[src/logic/aaf_params.svh]
// Constants of the accumulate/average filter: register offsets, reset values, timing.
// Assumes inclusion by bare name from the package and design files.
`ifndef AAF_PARAMS_SVH
`define AAF_PARAMS_SVH

`define AAF_OFS_CTRL 12'h000
`define AAF_OFS_RPT 12'h004
`define AAF_OFS_CNT 12'h008
`define AAF_OFS_ACCL 12'h00C
`define AAF_OFS_ACCH 12'h010
`define AAF_OFS_ACCU 12'h014
`define AAF_OFS_FLT 12'h018
`define AAF_OFS_STAT 12'h01C
`define AAF_OFS_THR 12'h020

`define AAF_CTRL_MODE_LSB 0
`define AAF_CTRL_SHIFT_LSB 4
`define AAF_CTRL_CLR_BIT 8
`define AAF_STAT_OVF_BIT 0
`define AAF_STAT_THR_BIT 1

`define AAF_ACC_MAX 18'h3FFFF
`define AAF_RPT_RESET 8'h00
`define AAF_THR_RESET 16'hFFFF
`define AAF_CLR_CYCLES 3'h5

`endif

[src/logic/aaf_pkg.sv]
// Types of the accumulate/average filter.
// Assumes aaf_params.svh is on the include path.
`include "aaf_params.svh"
package aaf_pkg;
	typedef enum logic [2:0] {
		AAF_MODE_BASIC = 3'h0,
		AAF_MODE_ACCUM = 3'h1,
		AAF_MODE_AVG = 3'h2,
		AAF_MODE_BURST = 3'h3,
		AAF_MODE_LPF = 3'h4
	} aaf_mode_t;
	typedef enum logic [1:0] {
		AAF_CLR_IDLE,
		AAF_CLR_BUSY,
		AAF_CLR_DONE
	} aaf_clr_state_t;
endpackage

[src/logic/aaf_filter.sv]
// Accumulate/average/low-pass filter stage behind a conversion result, APB registers.
// Assumes result_valid pulses once per finished conversion; conv_tick pulses per converter clock.
//
// Decided for this implementation: the register offsets and register access over APB.
`timescale 1ns/1ps
`default_nettype none
`include "aaf_params.svh"
module aaf_filter (
	input wire logic pclk,
	input wire logic presetn,
	input wire logic psel,
	input wire logic penable,
	input wire logic pwrite,
	input wire logic [11:0] paddr,
	input wire logic [31:0] pwdata,
	output logic [31:0] prdata,
	output logic pready,
	output logic pslverr,
	input wire logic result_valid,
	input wire logic [15:0] result_data,
	input wire logic conv_tick,
	output logic threshold_interrupt_flag,
	output logic [15:0] filter_result
);
	logic [2:0] mode_ff, nxt_mode;
	logic [2:0] shift_ff, nxt_shift;
	logic accum_clear_cmd_ff, nxt_accum_clear_cmd;
	logic [7:0] repeat_setting_ff, nxt_repeat_setting;
	logic [7:0] sample_count_ff, nxt_sample_count;
	logic [17:0] acc_ff, nxt_acc;
	logic [15:0] flt_ff, nxt_flt;
	logic [15:0] thr_ff, nxt_thr;
	logic accum_overflow_flag_ff, nxt_accum_overflow_flag;
	logic thr_flag_ff, nxt_thr_flag;
	logic [31:0] prdata_ff, nxt_prdata;
	logic pready_ff, nxt_pready;
	logic pslverr_ff, nxt_pslverr;
	logic clr_start, clr_busy, clr_done;

	logic sel_ctrl, sel_rpt, sel_cnt, sel_accl, sel_acch, sel_accu, sel_flt, sel_stat, sel_thr, sel_none;
	logic [15:0] cmp_val;
	logic cmp_en;

	// Shifted view, also used by low-pass feedback
	function automatic logic [17:0] shr(input logic [17:0] v, input logic [2:0] s);
		shr = v >> s;
	endfunction

	// Clamp into the 16-bit result; anything above reads as full scale
	function automatic logic [15:0] sat16(input logic [17:0] v);
		sat16 = (v[17:16] != 2'h0) ? 16'hFFFF : v[15:0];
	endfunction

	// Count stops at its top rather than wrapping back to zero
	function automatic logic [7:0] inc_sat8(input logic [7:0] v);
		inc_sat8 = (v != 8'hFF) ? v + 8'h01 : v;
	endfunction

	function automatic logic over_thr(input logic [15:0] v, input logic [15:0] t);
		over_thr = (v > t);
	endfunction

	function automatic logic is_ofs(input logic [11:0] a, input logic [11:0] ofs);
		is_ofs = (a == ofs);
	endfunction

	wire logic setup = psel && !penable;
	wire logic wr_access = psel && penable && pwrite && pready_ff;
	wire logic [18:0] acc_sum = {1'b0, acc_ff} + {3'h0, result_data};

	aaf_clear_seq u_clr (
		.pclk(pclk),
		.presetn(presetn),
		.start(clr_start),
		.conv_tick(conv_tick),
		.busy(clr_busy),
		.done(clr_done)
	);

	// One-hot register select; anything off the map answers with an error
	always_comb begin
		sel_ctrl = 1'b0;
		sel_rpt = 1'b0;
		sel_cnt = 1'b0;
		sel_accl = 1'b0;
		sel_acch = 1'b0;
		sel_accu = 1'b0;
		sel_flt = 1'b0;
		sel_stat = 1'b0;
		sel_thr = 1'b0;
		sel_none = 1'b0;
		if (is_ofs(paddr, `AAF_OFS_CTRL)) begin
			sel_ctrl = 1'b1;
		end else if (is_ofs(paddr, `AAF_OFS_RPT)) begin
			sel_rpt = 1'b1;
		end else if (is_ofs(paddr, `AAF_OFS_CNT)) begin
			sel_cnt = 1'b1;
		end else if (is_ofs(paddr, `AAF_OFS_ACCL)) begin
			sel_accl = 1'b1;
		end else if (is_ofs(paddr, `AAF_OFS_ACCH)) begin
			sel_acch = 1'b1;
		end else if (is_ofs(paddr, `AAF_OFS_ACCU)) begin
			sel_accu = 1'b1;
		end else if (is_ofs(paddr, `AAF_OFS_FLT)) begin
			sel_flt = 1'b1;
		end else if (is_ofs(paddr, `AAF_OFS_STAT)) begin
			sel_stat = 1'b1;
		end else if (is_ofs(paddr, `AAF_OFS_THR)) begin
			sel_thr = 1'b1;
		end else begin
			sel_none = 1'b1;
		end
	end

	// Bus: answer registered in the setup cycle, so every access has one cycle
	// Read data stays zero on writes so a stale value never looks valid
	always_comb begin
		nxt_pready = 1'b0;
		nxt_pslverr = 1'b0;
		nxt_prdata = 32'h0000_0000;
		if (setup) begin
			nxt_pready = 1'b1;
			nxt_pslverr = sel_none;
			if (!pwrite) begin
				if (sel_ctrl) begin
					nxt_prdata[`AAF_CTRL_MODE_LSB +: 3] = mode_ff;
					nxt_prdata[`AAF_CTRL_SHIFT_LSB +: 3] = shift_ff;
					nxt_prdata[`AAF_CTRL_CLR_BIT] = accum_clear_cmd_ff;
				end else if (sel_rpt) begin
					nxt_prdata[7:0] = repeat_setting_ff;
				end else if (sel_cnt) begin
					nxt_prdata[7:0] = sample_count_ff;
				end else if (sel_accl) begin
					nxt_prdata[7:0] = acc_ff[7:0];
				end else if (sel_acch) begin
					nxt_prdata[7:0] = acc_ff[15:8];
				end else if (sel_accu) begin
					nxt_prdata[1:0] = acc_ff[17:16];
				end else if (sel_flt) begin
					nxt_prdata[15:0] = flt_ff;
				end else if (sel_stat) begin
					nxt_prdata[`AAF_STAT_OVF_BIT] = accum_overflow_flag_ff;
					nxt_prdata[`AAF_STAT_THR_BIT] = thr_flag_ff;
				end else if (sel_thr) begin
					nxt_prdata[15:0] = thr_ff;
				end
			end
		end
	end

	always_ff @(posedge pclk or negedge presetn) begin
		if (!presetn) begin
			prdata_ff <= 32'h0000_0000;
			pready_ff <= 1'b0;
			pslverr_ff <= 1'b0;
		end else begin
			prdata_ff <= nxt_prdata;
			pready_ff <= nxt_pready;
			pslverr_ff <= nxt_pslverr;
		end
	end

	// A second clear request while one runs is ignored
	assign clr_start = wr_access && sel_ctrl && pwdata[`AAF_CTRL_CLR_BIT] && !accum_clear_cmd_ff;

	// Control registers; the clear bit is dropped only by the sequencer
	always_comb begin
		nxt_mode = mode_ff;
		nxt_shift = shift_ff;
		nxt_repeat_setting = repeat_setting_ff;
		nxt_thr = thr_ff;
		nxt_accum_clear_cmd = accum_clear_cmd_ff;
		if (wr_access) begin
			if (sel_ctrl) begin
				nxt_mode = pwdata[`AAF_CTRL_MODE_LSB +: 3];
				nxt_shift = pwdata[`AAF_CTRL_SHIFT_LSB +: 3];
			end else if (sel_rpt) begin
				nxt_repeat_setting = pwdata[7:0];
			end else if (sel_thr) begin
				nxt_thr = pwdata[15:0];
			end
		end
		if (clr_start) begin
			nxt_accum_clear_cmd = 1'b1;
		end
		if (clr_done) begin
			nxt_accum_clear_cmd = 1'b0;
		end
	end

	always_ff @(posedge pclk or negedge presetn) begin
		if (!presetn) begin
			mode_ff <= 3'h0;
			shift_ff <= 3'h0;
			repeat_setting_ff <= `AAF_RPT_RESET;
			thr_ff <= `AAF_THR_RESET;
			accum_clear_cmd_ff <= 1'b0;
		end else begin
			mode_ff <= nxt_mode;
			shift_ff <= nxt_shift;
			repeat_setting_ff <= nxt_repeat_setting;
			thr_ff <= nxt_thr;
			accum_clear_cmd_ff <= nxt_accum_clear_cmd;
		end
	end

	// What the threshold compare looks at in basic, accumulate and average modes; off in the others
	always_comb begin
		cmp_val = 16'h0000;
		cmp_en = 1'b0;
		case (aaf_pkg::aaf_mode_t'(mode_ff))
			aaf_pkg::AAF_MODE_BASIC: begin
				cmp_val = result_data;
				cmp_en = 1'b1;
			end
			aaf_pkg::AAF_MODE_ACCUM: begin
				cmp_val = sat16(acc_sum[17:0]);
				cmp_en = 1'b1;
			end
			aaf_pkg::AAF_MODE_AVG: begin
				cmp_val = sat16(shr(acc_sum[17:0], shift_ff));
				cmp_en = (inc_sat8(sample_count_ff) >= repeat_setting_ff);
			end
			default: begin
				cmp_en = 1'b0;
			end
		endcase
	end

	// Datapath: accumulator, count, filter result and status flags
	always_comb begin
		nxt_sample_count = sample_count_ff;
		nxt_acc = acc_ff;
		nxt_flt = flt_ff;
		nxt_accum_overflow_flag = accum_overflow_flag_ff;
		nxt_thr_flag = thr_flag_ff;
		// Write one clears the threshold flag; a set in the same cycle wins below
		if (wr_access && sel_stat && pwdata[`AAF_STAT_THR_BIT]) begin
			nxt_thr_flag = 1'b0;
		end
		if (clr_busy) begin
			// Samples arriving during a clear are dropped; clear wins
			nxt_acc = 18'h0_0000;
			nxt_sample_count = 8'h00;
			nxt_accum_overflow_flag = 1'b0;
		end else if (result_valid) begin
			case (aaf_pkg::aaf_mode_t'(mode_ff))
				aaf_pkg::AAF_MODE_BASIC: begin
					// No accumulation; raw result compared
					nxt_flt = result_data;
				end
				aaf_pkg::AAF_MODE_ACCUM, aaf_pkg::AAF_MODE_AVG: begin
					nxt_acc = acc_sum[17:0];
					if (acc_sum > {1'b0, `AAF_ACC_MAX}) begin
						nxt_accum_overflow_flag = 1'b1;
					end
					nxt_sample_count = inc_sat8(sample_count_ff);
					nxt_flt = sat16(shr(acc_sum[17:0], shift_ff));
				end
				aaf_pkg::AAF_MODE_LPF: begin
					// Cut-off set by shift, 0 gives widest band
					nxt_acc = acc_ff - shr(acc_ff, shift_ff) + {2'h0, result_data};
					nxt_sample_count = inc_sat8(sample_count_ff);
					nxt_flt = sat16(shr(acc_ff, shift_ff));
				end
				default: begin
					nxt_flt = flt_ff;
				end
			endcase
			if (cmp_en && over_thr(cmp_val, thr_ff)) begin
				nxt_thr_flag = 1'b1;
			end
		end
	end

	always_ff @(posedge pclk or negedge presetn) begin
		if (!presetn) begin
			sample_count_ff <= 8'h00;
			acc_ff <= 18'h0_0000;
			flt_ff <= 16'h0000;
			accum_overflow_flag_ff <= 1'b0;
			thr_flag_ff <= 1'b0;
		end else begin
			sample_count_ff <= nxt_sample_count;
			acc_ff <= nxt_acc;
			flt_ff <= nxt_flt;
			accum_overflow_flag_ff <= nxt_accum_overflow_flag;
			thr_flag_ff <= nxt_thr_flag;
		end
	end

	assign prdata = prdata_ff;
	assign pready = pready_ff;
	assign pslverr = pslverr_ff;
	assign threshold_interrupt_flag = thr_flag_ff;
	assign filter_result = flt_ff;
endmodule
`default_nettype wire

[src/logic/aaf_clear_seq.sv]
// Clear sequencer: holds the accumulator clear for a fixed number of converter clocks.
// Assumes start is a one-cycle pulse and conv_tick marks converter clock cycles.
`timescale 1ns/1ps
`default_nettype none
`include "aaf_params.svh"
module aaf_clear_seq (
	input wire logic pclk,
	input wire logic presetn,
	input wire logic start,
	input wire logic conv_tick,
	output logic busy,
	output logic done
);
	aaf_pkg::aaf_clr_state_t state_ff, nxt_state;
	logic [2:0] cnt_ff, nxt_cnt;
	logic done_ff, nxt_done;

	always_comb begin
		nxt_state = state_ff;
		nxt_cnt = cnt_ff;
		nxt_done = 1'b0;
		case (state_ff)
			aaf_pkg::AAF_CLR_IDLE: begin
				if (start) begin
					nxt_state = aaf_pkg::AAF_CLR_BUSY;
					nxt_cnt = 3'h0;
				end
			end
			aaf_pkg::AAF_CLR_BUSY: begin
				if (conv_tick) begin
					if (cnt_ff == `AAF_CLR_CYCLES - 3'h1) begin
						nxt_state = aaf_pkg::AAF_CLR_DONE;
					end else begin
						nxt_cnt = cnt_ff + 3'h1;
					end
				end
			end
			aaf_pkg::AAF_CLR_DONE: begin
				nxt_done = 1'b1;
				nxt_state = aaf_pkg::AAF_CLR_IDLE;
			end
			default: nxt_state = aaf_pkg::AAF_CLR_IDLE;
		endcase
	end

	always_ff @(posedge pclk or negedge presetn) begin
		if (!presetn) begin
			state_ff <= aaf_pkg::AAF_CLR_IDLE;
			cnt_ff <= 3'h0;
			done_ff <= 1'b0;
		end else begin
			state_ff <= nxt_state;
			cnt_ff <= nxt_cnt;
			done_ff <= nxt_done;
		end
	end

	assign busy = (state_ff != aaf_pkg::AAF_CLR_IDLE);
	assign done = done_ff;
endmodule
`default_nettype wire

[config.mk]
export PLATFORM = sky130hd
export DESIGN_NAME = aaf_filter
export DESIGN_NICKNAME = d
export VERILOG_FILES = /design/src/logic/aaf_pkg.sv /design/src/logic/aaf_filter.sv /design/src/logic/aaf_clear_seq.sv
export VERILOG_INCLUDE_DIRS = /design/src /design/src/logic
export SDC_FILE = /design/constraint.sdc
export NUM_CORES = 1
export LEC_CHECK = 0
export ABC_AREA = 1
export BUFFER_PORTS_ARGS = -buffer_cell sky130_fd_sc_hd__buf_4
export CAP_MARGIN = 20
export CORE_ASPECT_RATIO = 1.2
export CORE_MARGIN = 1
export CORE_UTILIZATION = 59
export DETAILED_ROUTE_END_ITERATION = 8
export MAX_ROUTING_LAYER = met4
export PLACE_DENSITY = 0.81
export SETUP_SLACK_MARGIN = 0.4
export SLEW_MARGIN = 25
export SYNTH_ARGS = -nofsm -noshare
export SYNTH_HDL_FRONTEND = slang
export SYNTH_HIERARCHICAL = 1
export SYNTH_SLANG_ARGS = --single-unit
[constraint.sdc]
create_clock -name pclk -period 4.4 [get_ports pclk]
set_input_delay 1.1 -clock pclk [delete_from_list [all_inputs] [get_ports pclk]]
set_output_delay 1.1 -clock pclk [all_outputs]
set_load 0.01 [all_outputs]
==> flow_summary.json <==
{
  "finish.utilization": 0.787,
  "clock_sinks": 99,
  "power_leakage_nw": 6.39,
  "maxCapViolations": 0,
  "critPathCaptureType": "register",
  "finalNetCount": 1817,
  "slowest_delay_ps": 530,
  "post-route-min-period_ps": 4210,
  "drt-vias-per-instance": 6.43,
  "cp_max_fo": 11,
  "outcome": "completed",
  "min_period_over_period": 0.957,
  "drt-pass1-iter-count": 6,
  "multi_input_area_sq_um": 7010,
  "worst_path_dominant_cell_family": "simple AND/OR/NAND/NOR gates",
  "ant_nets": 0,
  "initial_utilization": 0.605,
  "cpMostUsedCell": "nand2_1",
  "switchingPower_w": 0.00377,
  "power.density_nw_per_um2": 584,
  "ctsHoldBuffers": 0,
  "synth_flop_cell": "dfrtp_1",
  "cts_max_path_buffers": 2,
  "cp.required_ps": 4650,
  "synth_seq_area_share": 0.255,
  "drt_iter0_markers": 1773,
  "antenna_found_initial": 0,
  "core_sq_um": 16200,
  "cts-buffers-inserted": 9,
  "clk_latency_ps": 350,
  "wl_per_cell_um": 22.1,
  "synth_area_sq_um": 9800,
  "grt-ovfl-total": 0,
  "synth_cells": 1465,
  "whs_ps": 474,
  "peakVddDrop_uv": 638,
  "worstMarginPinSlew_ps": 1060,
  "io_buffers": 85,
  "ys_ff_latch": 99,
  "synth-edff-count": 0,
  "setup_viol": 0,
  "layout.area.seq_sq_um": 2500,
  "min_path_type": "reg -> reg",
  "layout_common_cells": "nand2_1 (305), buf_4 (238), inv_1 (187)",
  "grt_pass1_vias": 11000,
  "routed_wl_mm": 41.7,
  "gp_congestion": 1.05,
  "dieWidth_um": 120,
  "diodes": 0,
  "clk_pin_slew_ps": 80,
  "syn_area_per_cell_sq_um": 6.69,
  "internal-power_w": 0.00368,
  "clkPwrFrac": 0.117,
  "rsz0062_at_grt": "true",
  "cts_root_buf": "clkbuf_16",
  "ios": 118,
  "vias": 12100,
  "grt_pass1_wl_mm": 58.6,
  "route.detailed.drc": 0,
  "path_cells": "buf_4 > nand2_1 > o21ai_0 > nand2_1 > o21ai_0 > o21ai_1 > fa_1 > ha_1 > nand2_1 > or2_2 > nand3_1 > nand2_1 > a31oi_1 > nand2_1 > nand3_1 > nand3_1 > nand3_1 > nand2_1",
  "p_sw_frac": 0.506,
  "slew_viol_final": 0,
  "fillers": 1185,
  "p_comb_frac": 0.701,
  "die_h_um": 143,
  "startpoint_type": "register",
  "ys_async_sr_fraction": 1.00,
  "slew_headroom": 0.289,
  "slowest_stage": "fa_1",
  "dp_hpwl_mm": 30.0,
  "gr-usage-all-layers": 0.465,
  "fmax_mhz": 237,
  "cts_tree": "yes",
  "power_frac_seq": 0.182,
  "area_growth_pct": 30.1,
  "final_layout_size_suffix_gt1_frac": 0.286,
  "grt_max_degree": 73,
  "criticalPathCategory": "reg -> reg",
  "final_common_cell": "nand2_1",
  "path_buf_inv": 1,
  "hold_viol": 0,
  "ys.warnings.count": 6,
  "ys_types": 52,
  "h-tree-depth": 3,
  "dieArea_sq_um": 17100,
  "clock_skew_ps": 6.85,
  "rows": 51,
  "worstPathArrival_ps": 4460
}
==> cell type report <==
| class | count | area share |
|---|---|---|
| clock buffers | 10 | 0.0187 |
| multi-input cells | 1111 | 0.549 |
| repair buffers | 245 | 0.148 |
| clock inverters | 6 | 0.00628 |
| flip-flops and latches | 99 | 0.196 |
| well taps | 212 | 0.0208 |
| inverters | 205 | 0.0609 |
==> cell families (layout without fill, tap and decap cells) <==
logic type               count (synthesis)  in the layout  synth area share
flip-flops                              99             99             0.255
other                                    1             16          0.000383
multiplexers                             4              4           0.00421
adder cells (fa/ha/maj)                 79             79             0.114
AO/OA/AOI/OAI                          310            310             0.183
XOR/XNOR                                17             17            0.0152
AND/OR/NAND/NOR                        685            685             0.315
buffers and inverters                  270            466             0.113
==> per-stage QoR <==
stage | cell area (sq um) | cells | setup WS (ps) | TNS [ps] | total power (W)
floorplan | 9870 | 1480 | 405 | 0 | 0.00400
global placement | 11600 | 1864 | -249 | -249 | 0.00574
detailed placement | 11600 | 1864 | -285 | -285 | 0.00585
CTS | 12300 | 1883 | 343 | 0 | 0.00689
global route | 12800 | 1888 | 92.5 | 0 | 0.00787
finish | 12800 | 1888 | 188 | 0 | 0.00745
==> worst paths after layout <==
path	start	end	slack (ps)	depth (start not counted)
worst max-delay path	shift_ff[0]	acc_ff[12]	190	18
worst min-delay path	u_clr/done	accum_clear_cmd_ff	470	1
max in group asynchronous	presetn	acc_ff[9]	2690	2
worst max register to register	shift_ff[0]	acc_ff[12]	190	18
min in group asynchronous	presetn	prdata[13]	870	1
worst min register to register	u_clr/done	accum_clear_cmd_ff	470	1
==> state kept, by name, indices dropped and copies added, names as in the netlist <==
signal / flops
u_clr/done: 1
acc_ff: 18
accum_clear_cmd_ff: 1
mode_ff: 3
u_clr/cnt_ff: 3
prdata: 16
u_clr/state_ff: 2
filter_result: 16
shift_ff: 3
repeat_setting_ff: 8
sample_count_ff: 8
pslverr: 1
threshold_interrupt_flag: 1
accum_overflow_flag_ff: 1
thr_ff: 16
pready: 1
==> per-layer routing <==
metal  share of wire  vias to the layer above  track usage  wire length, um
met5               0                        -            -                0
met2            0.46                      963        0.762            19100
met1            0.35                     5595        0.527            14500
met4           0.094                        0        0.325             3910
met3            0.10                      312       0.0619             4200
li1                -                     5264            -                -
==> what timing repair did <==
| item | CTS | global route |
|---|---|---|
| pin swaps | 14 | 44 |
| gates resized for setup | 63 | 114 |
| setup endpoints to repair | 5 | 8 |
| hold endpoints to repair | 0 | 0 |
| buffers inserted | 3 | 5 |
==> cell usage after synthesis (15+ instances only) <==
cell type  instances  share of area
fa_1              17          0.035
inv_1            193          0.074
buf_4             17          0.013
nand3_2           15          0.015
a21oi_1          101          0.052
o21ai_0          116          0.059
ha_1              62          0.079
nand2_1          344           0.13
nor2_1           102          0.039
clkbuf_1          28          0.011
dfstp_2           16          0.043
nand3_1          156          0.080
dfrtp_1           83           0.21
nor3_1            16         0.0082
o211ai_1          17          0.013
==> power groups by stage <==
stage	logic (W)	registers, W	clock network, W
4_1_cts	0.00471	0.00133	0.000855
6_report	0.00523	0.00135	0.000873
3_3_place_gp	0.00442	0.00132	0
5_1_grt	0.00561	0.00136	0.000897
2_1_floorplan	0.00273	0.00127	0
3_5_place_dp	0.00452	0.00132	0
Power figures use the tool's default switching activity.
